**config.mk**
```make
export PLATFORM = sky130hd
export DESIGN_NAME = agc_ctrl
export DESIGN_NICKNAME = d
export VERILOG_FILES = /design/src/logic/agc_pkg.sv /design/src/logic/agc_gain_if.sv /design/src/logic/agc_ctrl.sv /design/src/logic/agc_gain_map.sv
export SDC_FILE = /design/constraint.sdc
export NUM_CORES = 1
export LEC_CHECK = 0
export BUFFER_PORTS_ARGS = -buffer_cell sky130_fd_sc_hd__buf_2
export CAP_MARGIN = 20
export CORE_ASPECT_RATIO = 1.5
export CORE_MARGIN = 2
export CORE_UTILIZATION = 50
export DETAILED_ROUTE_END_ITERATION = 8
export MAX_ROUTING_LAYER = met4
export PLACE_DENSITY_LB_ADDON = 0.1
export SYNTH_ARGS = -nofsm -noshare
export SYNTH_HDL_FRONTEND = slang
export SYNTH_SLANG_ARGS = --single-unit
```
**constraint.sdc**
```tcl
create_clock -name clk -period 2.4 [get_ports clk]
set_input_delay 0.24 -clock clk [delete_from_list [all_inputs] [get_ports clk]]
set_output_delay 0.24 -clock clk [all_outputs]
set_load 0.01 [all_outputs]
```
**src/logic/agc_pkg.sv**
```systemverilog
// constants and types shared by the gain and conversion control block
package agc_pkg;
    // ----------------------------------------------------------------
    // clock and oscillator rates, in kHz
    // ----------------------------------------------------------------
    localparam int CLK_KHZ = 50000;          // system clock, 20 ns period
    localparam int OSC_NORMAL_KHZ = 1024;    // oscillator in normal mode
    localparam int OSC_TURBO_KHZ = 2048;     // oscillator in turbo mode
    localparam int ACC_W = 16;               // phase accumulator width
    // half oscillator periods are the time grain, so steps are doubled
    localparam logic [ACC_W-1:0] STEP_NORMAL = ACC_W'(2 * OSC_NORMAL_KHZ);
    localparam logic [ACC_W-1:0] STEP_TURBO = ACC_W'(2 * OSC_TURBO_KHZ);
    localparam logic [ACC_W-1:0] ACC_MOD = ACC_W'(CLK_KHZ);
    // ----------------------------------------------------------------
    // start delay, in tenths of oscillator periods, and in half periods
    // ----------------------------------------------------------------
    localparam int START_NORMAL_TENTHS = 285;
    localparam int START_TURBO_TENTHS = 1050;
    localparam int CNT_W = 18;               // delay and conversion counter width
    localparam logic [CNT_W-1:0] START_NORMAL_HALF = CNT_W'(START_NORMAL_TENTHS * 2 / 10);
    localparam logic [CNT_W-1:0] START_TURBO_HALF = CNT_W'(START_TURBO_TENTHS * 2 / 10);
    localparam int CONV_PERIODS_DEF = 1036;  // default conversion length, osc periods
    localparam int MOD_DIV_HALF = 4;         // modulator half period, in osc half periods
    localparam int DONE_LOW_HALF = 2;        // done stays low one osc period
    // ----------------------------------------------------------------
    // field layout
    // ----------------------------------------------------------------
    localparam int GAIN_W = 3;               // gain_select width
    localparam int MUX_W = 4;                // input_select width
    localparam int DATA_W = 24;              // conversion result width
    localparam logic [MUX_W-1:0] MUX_GND_LO = 4'h8;  // first ground-referenced code
    localparam logic [MUX_W-1:0] MUX_GND_HI = 4'hb;  // last ground-referenced code
    localparam logic [GAIN_W-1:0] GAIN_SC_MAX = 3'h2; // code of gain 4
    localparam logic [DATA_W-1:0] RESULT_RST = 24'h000000;
    // ----------------------------------------------------------------
    // sequencer states
    // ----------------------------------------------------------------
    typedef enum logic [1:0] {ST_IDLE, ST_DELAY, ST_CONV} agc_state_t;
endpackage : agc_pkg

```
**src/logic/agc_gain_if.sv**
```systemverilog
// carrier of latched gain settings and the resulting gain split
`timescale 1ns/100ps
interface agc_gain_if;
    import agc_pkg::*;
    logic [GAIN_W-1:0] gain_select;     // latched gain code
    logic amp_bypass_bit;               // latched bypass request
    logic [MUX_W-1:0] input_select;     // latched input pair code
    logic [5:0] amp_gain;               // amplifier gain value
    logic [2:0] sc_gain;                // switched-capacitor gain value
    logic [7:0] eff_gain;               // overall gain value
    logic amp_enable;                   // amplifier powered and in path
    logic forced_bypass;                // ground-referenced input selected
    modport cfg (output gain_select, amp_bypass_bit, input_select,
                 input amp_gain, sc_gain, eff_gain, amp_enable, forced_bypass);
    modport map (input gain_select, amp_bypass_bit, input_select,
                 output amp_gain, sc_gain, eff_gain, amp_enable, forced_bypass);
endinterface : agc_gain_if

```
**src/logic/agc_ctrl.sv**
```systemverilog
// gain selection and conversion sequencing for a delta-sigma converter
`timescale 1ns/100ps
//
// Contract
// - five registers, six commands via serial link
// - single-shot: one conversion, store, then idle
// - continuous: next conversion starts at completion
// - result updates whole, holds latest conversion
// - three-bit code selects eight gains
// - gains 1-4 capacitor only; higher split amplifier
// - bypass bit honoured only at gains 1-4
// - ground-referenced inputs force amplifier bypass
// - forced bypass clamps gain to four
// - modulator clock is oscillator divided by four
// - oscillator 1.024 or 2.048 MHz by mode
// - first conversion after 28.5 or 105 periods
// - done falls at end of each conversion
module agc_ctrl
    import agc_pkg::*;
#(
    parameter int CONV_PERIODS = CONV_PERIODS_DEF // conversion length in osc periods
)
(
    // clock and reset
    input wire logic clk,
    input wire logic reset,
    // decoded command strobes and configuration from the serial front end
    input wire logic begin_conversion_cmd,
    input wire logic powerdown_cmd,
    input wire logic continuous_mode,
    input wire logic turbo_mode,
    input wire logic [GAIN_W-1:0] gain_select,
    input wire logic amp_bypass_bit,
    input wire logic [MUX_W-1:0] input_select,
    // filter output, valid at the end of a conversion
    input wire logic [DATA_W-1:0] filter_data,
    // conversion status and data
    output logic conversion_done_n,
    output logic [DATA_W-1:0] result,
    output logic converting,
    output logic low_power,
    // analog front-end control
    output logic modulator_clock,
    output logic [5:0] amp_gain,
    output logic [2:0] sc_gain,
    output logic [7:0] eff_gain,
    output logic amp_enable
);
    localparam logic [CNT_W-1:0] CONV_HALF = CNT_W'(2 * CONV_PERIODS);

    agc_gain_if gi ();

    agc_gain_map u_map (
        .g (gi.map)
    );

    // ----------------------------------------------------------------
    // oscillator: fractional phase accumulator giving half-period ticks
    // ----------------------------------------------------------------
    logic [ACC_W-1:0] acc;         // phase accumulator
    logic [ACC_W-1:0] next_acc;
    logic half_tick;               // one clk per oscillator half period
    logic next_half_tick;
    logic [1:0] mod_cnt;           // half ticks within a modulator half period
    logic [1:0] next_mod_cnt;
    logic next_modulator_clock;

    // step follows the mode; wraps at the system rate in kHz
    always_comb
    begin
        logic [ACC_W:0] sum;
        sum = {1'b0, acc} + {1'b0, (turbo_mode ? STEP_TURBO : STEP_NORMAL)};
        next_half_tick = (sum >= {1'b0, ACC_MOD});
        next_acc = next_half_tick ? ACC_W'(sum - {1'b0, ACC_MOD}) : sum[ACC_W-1:0];
        next_mod_cnt = half_tick ? mod_cnt + 2'h1 : mod_cnt;
        // toggle every four half periods: one quarter of the oscillator
        next_modulator_clock = modulator_clock;
        if (half_tick && mod_cnt == 2'(MOD_DIV_HALF - 1))
        begin
            next_modulator_clock = !modulator_clock;
        end
    end

    // oscillator registers
    always_ff @(posedge clk or posedge reset)
    begin
        if (reset)
        begin
            acc <= '0;
            half_tick <= 1'b0;
            mod_cnt <= 2'h0;
            modulator_clock <= 1'b0;
        end
        else
        begin
            acc <= next_acc;
            half_tick <= next_half_tick;
            mod_cnt <= next_mod_cnt;
            modulator_clock <= next_modulator_clock;
        end
    end

    // ----------------------------------------------------------------
    // conversion sequencer
    // ----------------------------------------------------------------
    agc_state_t state;             // sequencer state
    agc_state_t next_state;
    logic [CNT_W-1:0] cnt;         // half ticks spent in the current state
    logic [CNT_W-1:0] next_cnt;
    logic [CNT_W-1:0] dly_target;  // start delay for the mode in force
    logic [CNT_W-1:0] next_dly_target;
    logic conv_end;                // last half tick of a conversion
    logic latch_cfg;               // settings captured for the conversion
    logic [GAIN_W-1:0] cfg_gain;   // latched gain code
    logic [GAIN_W-1:0] next_cfg_gain;
    logic cfg_bypass;              // latched bypass bit
    logic next_cfg_bypass;
    logic [MUX_W-1:0] cfg_mux;     // latched input code
    logic [MUX_W-1:0] next_cfg_mux;
    logic [DATA_W-1:0] next_result;
    logic [1:0] done_cnt;          // half ticks left with done low
    logic [1:0] next_done_cnt;
    logic next_done_n;

    // state and counters; commands arrive already decoded from the link
    always_comb
    begin
        next_state = state;
        next_cnt = cnt;
        next_dly_target = dly_target;
        latch_cfg = 1'b0;
        conv_end = (state == ST_CONV) && half_tick && (cnt == CONV_HALF - 1'b1);
        case (state)
            ST_IDLE:
                next_cnt = '0;
            ST_DELAY:
            begin
                if (half_tick)
                begin
                    next_cnt = cnt + 1'b1;
                    if (cnt == dly_target - 1'b1)
                    begin
                        next_state = ST_CONV;
                        next_cnt = '0;
                        latch_cfg = 1'b1;
                    end
                end
            end
            ST_CONV:
            begin
                if (half_tick)
                begin
                    next_cnt = cnt + 1'b1;
                end
                if (conv_end)
                begin
                    next_cnt = '0;
                    if (continuous_mode)
                    begin
                        latch_cfg = 1'b1;
                    end
                    else
                    begin
                        next_state = ST_IDLE;
                    end
                end
            end
            default:
                next_state = ST_IDLE;
        endcase
        // start restarts any conversion; power-down wins over start
        if (begin_conversion_cmd)
        begin
            next_state = ST_DELAY;
            next_cnt = '0;
            next_dly_target = turbo_mode ? START_TURBO_HALF : START_NORMAL_HALF;
        end
        if (powerdown_cmd)
        begin
            next_state = ST_IDLE;
            next_cnt = '0;
        end
        next_cfg_gain = latch_cfg ? gain_select : cfg_gain;
        next_cfg_bypass = latch_cfg ? amp_bypass_bit : cfg_bypass;
        next_cfg_mux = latch_cfg ? input_select : cfg_mux;
        // whole word replaced in one edge, never piecewise
        next_result = conv_end ? filter_data : result;
        next_done_cnt = done_cnt;
        next_done_n = conversion_done_n;
        if (conv_end)
        begin
            next_done_n = 1'b0;
            next_done_cnt = 2'(DONE_LOW_HALF);
        end
        else if (half_tick && done_cnt != 2'h0)
        begin
            next_done_cnt = done_cnt - 2'h1;
            next_done_n = (done_cnt == 2'h1);
        end
    end

    // sequencer registers
    always_ff @(posedge clk or posedge reset)
    begin
        if (reset)
        begin
            state <= ST_IDLE;
            cnt <= '0;
            dly_target <= START_NORMAL_HALF;
            cfg_gain <= '0;
            cfg_bypass <= 1'b0;
            cfg_mux <= '0;
            result <= RESULT_RST;
            done_cnt <= 2'h0;
            conversion_done_n <= 1'b1;
        end
        else
        begin
            state <= next_state;
            cnt <= next_cnt;
            dly_target <= next_dly_target;
            cfg_gain <= next_cfg_gain;
            cfg_bypass <= next_cfg_bypass;
            cfg_mux <= next_cfg_mux;
            result <= next_result;
            done_cnt <= next_done_cnt;
            conversion_done_n <= next_done_n;
        end
    end

    assign gi.gain_select = cfg_gain;
    assign gi.amp_bypass_bit = cfg_bypass;
    assign gi.input_select = cfg_mux;

    // ----------------------------------------------------------------
    // registered outputs
    // ----------------------------------------------------------------
    // front-end controls follow the latched settings; amp_enable is also held low while idle
    always_ff @(posedge clk or posedge reset)
    begin
        if (reset)
        begin
            amp_gain <= 6'h01;
            sc_gain <= 3'h1;
            eff_gain <= 8'h01;
            amp_enable <= 1'b0;
            converting <= 1'b0;
            low_power <= 1'b1;
        end
        else
        begin
            amp_gain <= gi.amp_gain;
            sc_gain <= gi.sc_gain;
            eff_gain <= gi.eff_gain;
            amp_enable <= gi.amp_enable && (next_state != ST_IDLE);
            converting <= (next_state == ST_CONV);
            low_power <= (next_state == ST_IDLE);
        end
    end
endmodule : agc_ctrl

```
**src/logic/agc_gain_map.sv**
```systemverilog
// gain code decoder: splits the gain between amplifier and capacitor stage
`timescale 1ns/100ps
module agc_gain_map
    import agc_pkg::*;
(
    // settings in, gain split out
    agc_gain_if.map g
);
    // ----------------------------------------------------------------
    // decode
    // ----------------------------------------------------------------
    logic [GAIN_W-1:0] eff_code; // gain code after any clamp
    logic [GAIN_W-1:0] sc_code;  // capacitor stage log2 gain
    logic [GAIN_W-1:0] amp_code; // amplifier log2 gain

    // ground-referenced pairs force bypass and clamp to gain 4
    always_comb
    begin
        g.forced_bypass = (g.input_select >= MUX_GND_LO) && (g.input_select <= MUX_GND_HI);
        eff_code = (g.forced_bypass && g.gain_select > GAIN_SC_MAX) ? GAIN_SC_MAX
                   : g.gain_select;
        // bypass request only counts at gains 1, 2 and 4
        g.amp_enable = !(g.forced_bypass
                         || (g.amp_bypass_bit && g.gain_select <= GAIN_SC_MAX));
        sc_code = (eff_code > GAIN_SC_MAX) ? GAIN_SC_MAX : eff_code;
        amp_code = eff_code - sc_code;
        g.sc_gain = 3'h1 << sc_code;
        g.amp_gain = 6'h01 << amp_code;
        g.eff_gain = 8'h01 << eff_code;
    end
endmodule : agc_gain_map

```
==> impl_results.md <==
- Slew Limit Fails: 0
- Routed Antenna Nets: 0
- Worst r2r src: dly_target[5]$_DFFE_PP1P_
- Worst Setup EP: cnt[4]$_DFFE_PP0P_
- CP startpoint: dly_target[5]$_DFFE_PP1P_
- Commonest cells after routing, fill and taps aside: dfrtp_1 (85), buf_2 (81), nor2_1 (47)
- P per Cell Area: 772 nW/um^2
- Tmin final: 2.33 ns
- Total clock sinks: 91
- Clock power frac: 34.8%
- Worst reg-to-reg setup slack: 0.07 ns
- Most common cell after layout, fill and taps aside: dfrtp_1
- Synth warn: 0
- Clock root buffer: clkbuf_16
- HP Start: powerdown_cmd
- 1st-pass router iterations: 4
- Net Count, Synth: 447
- Storage cell area: 2280 um^2
- Slew HR: 58.7%
- # rows: 41
- Overflow left after global routing: 0
- First-pass GRT wire length: 14800 um
- GP Congestion: 0.798
- Worst hold-check path type: input pin to flip-flop
- Drt drc: 0
- Nets: 559
- Clk Latency, worst-skew pair: 0.34 ns
- Ys flop type: dfrtp_1
- Overall Power: 4.27 mW
- Die area: 9530 um^2
- Lkg Pwr: 2.76 nW
- Required time at the worst-slack endpoint: 2.62 ns
- Placed cell count: 592
- Reg clk slew, reported paths: 0.07 ns
- Post-DR wirelength/cell: 14.5 um
- Area growth, synth to finish: 26.3%
- Die Height: 119 um
- ANT cells: 0
- FILL cells: 702
- Sequential share of the synthesized area: 52.2%
- H-tree levels: 3
- Crit path DAT: 2.54 ns
- Worst-case clock skew: 0.00608 ns
- Layout Cells excl Fill: 617
- Worst R2R End: cnt[4]$_DFFE_PP0P_
- Crit share post-route: 96.9%
- Routed WL: 8930 um
- I/O Buffers: 81
- Ys async rst share: 100%
- WS Path Type: flip-flop to flip-flop
- Post-synth EDFFs: 0
- CTS max path bufs: 2
- Syn avg cell area: 11.1 um^2
- WHS: 0.103 ns
- Total GRT Usage: 20.6%
- Post-Syn Area: 4370 um^2
- Final hold violation count: 0
- Vias per inst: 5.18
- Post-synthesis cell type count: 57
- Status: completed
- Max cap viols: 0
- Multi-input gate area: 2020 um^2
- Starting DRT DRC Count: 109
- DP HPWL: 6550 um
- Synthesized instance count: 393
- Pint: 2.99 mW
- Worst Max-Slew Pin Slew: 0.618 ns
- Vias in the first global route: 3190
- Max FO, Critical Path: 4
- Horiz. Die Dim: 80.4 um
- Largest net degree at the start of global routing: 41
- Worst Reg-to-Reg Cells: 11
- Starting density of the core: 51.7%
- Comb power frac: 22.3%
- CTS Buf Count: 9
- Endpoint type of the worst setup path: flip-flop
- Initial antenna violation count: 0
- Core Area: 8460 um^2
- Crit path launch type: flip-flop
- CTS tree: done
- Final setup viols: 0
- Register bit total from synthesis: 91
- Net Sw Frac: 29.9%
- Via count: 3193
- Fmax: 0.430 GHz
- I/O pin count: 84
- Psw: 1.28 mW
- Layout cells sized above 1: 33.9%
- Sequential power share: 43.0%
- Peak VDD IR: 0.467 mV
per-stage QoR:
| stage | setup TNS [ns] | util, % | area, um^2 | setup slack, ns |
|---|---|---|---|---|
| 6_report | 0 | 65.3 | 5530 | 0.0744 |
| 3_3_place_gp | -0.124 | 59.6 | 5050 | -0.0495 |
| 3_5_place_dp | -0.729 | 59.6 | 5050 | -0.115 |
| 5_1_grt | -0.0142 | 65.3 | 5530 | -0.0142 |
| 4_1_cts | 0 | 63.7 | 5390 | 0.00290 |
| 2_1_floorplan | 0 | - | 4380 | 0.111 |
per-layer routing:
metal / wire, um / GRT usage, %
met1: 3520 / 22.5
met5: 0 / -
met3: 270 / 4.81
met4: 127 / 6.46
met2: 5010 / 36.3
worst min-delay path by stage:
| stage | endpoint | slack (ns) | cells after the start |
|---|---|---|---|
| after floorplan | dly_target[5]$_DFFE_PP1P_ | 0.30 | 1 |
| after global placement | sc_gain[2]$_DFF_PP0_ | 0.33 | 2 |
| after detailed placement | result[17]$_DFFE_PP0P_ | 0.34 | 2 |
| after CTS | state[0]$_DFF_PP0_ | 0.09 | 2 |
| after global routing | state[0]$_DFF_PP0_ | 0.09 | 2 |
| final | state[0]$_DFF_PP0_ | 0.10 | 2 |
repair_timing:
item,4_1_cts,5_1_grt
gates cloned,0,1
hold buffers,1,0
gates resized for setup,3,10
setup buffers,0,7
pin swaps,4,6
hold endpoints to repair,23,0
setup endpoints to repair,19,34
synthesized netlist by cell type (4+ instances only):
master,n,area (um^2)
dfrtp_1,85,2130
o21ai_0,10,50.1
nor3_1,10,50.1
nand3_1,12,60.1
inv_1,23,86.3
mux2_2,15,169
and2_1,4,25.0
a21oi_1,11,55.1
dfstp_2,6,158
xor2_1,13,114
mux2i_1,4,40.0
nor2b_1,8,50.1
clkbuf_1,5,18.8
nor2_1,47,176
nand2b_1,4,25.0
mux2_1,16,180
nand2_1,20,75.1
and3_1,9,56.3
ha_1,15,188
xnor2_1,14,123
sequential cells by signal, indices dropped and copies added (netlist names):
name and count:
acc 12, amp_enable 1, amp_gain 6, cfg_bypass 1, cfg_gain 3, cfg_mux 2, cnt 18, conversion_done_n 1
converting 1, dly_target 2, done_cnt 2, eff_gain 8, half_tick 1, low_power 1, mod_cnt 2, modulator_clock 1
result 24, sc_gain 3, state 2
logic make-up after synthesis:
family | Yosys count | share of synthesized area [%]
other cells | 1 | 0.0857
mux | 35 | 8.90
buf+inv | 34 | 3.23
compound gates | 52 | 8.61
simple gates | 137 | 16.8
xor+xnor | 27 | 5.41
flops | 91 | 52.2
fa+ha+maj | 16 | 4.75
area by class of cell:
| cell class | instances | share of cell area [%] |
|---|---|---|
| Tap cell | 107 | 2.42 |
| Timing Repair Buffer | 111 | 12.2 |
| Clock inverter | 7 | 1.68 |
| Sequential cell | 91 | 41.3 |
| Inverter | 24 | 1.74 |
| Clock buffer | 9 | 4.08 |
| Multi-Input combinational cell | 268 | 36.5 |
power by group through the flow:
stage	Clock, mW	Combinational (mW)	Sequential, mW
4_1_cts	1.52	0.891	1.83
3_5_place_dp	0	0.866	1.85
6_report	1.48	0.949	1.83
3_3_place_gp	0	0.834	1.85
5_1_grt	1.58	1.06	1.86
2_1_floorplan	0	0.580	1.83
critical path, stage by stage (launching register included):
cell      delay (ns)
dfstp_2         0.56
inv_4           0.05
ha_4            0.25
xor2_1          0.13
o211ai_1        0.18
buf_4           0.20
o41ai_4         0.27
buf_4           0.19
buf_4           0.10
a211oi_2        0.05
o21ai_1         0.12
o31ai_1         0.08
Note: power is estimated with default switching activity, not from simulation.
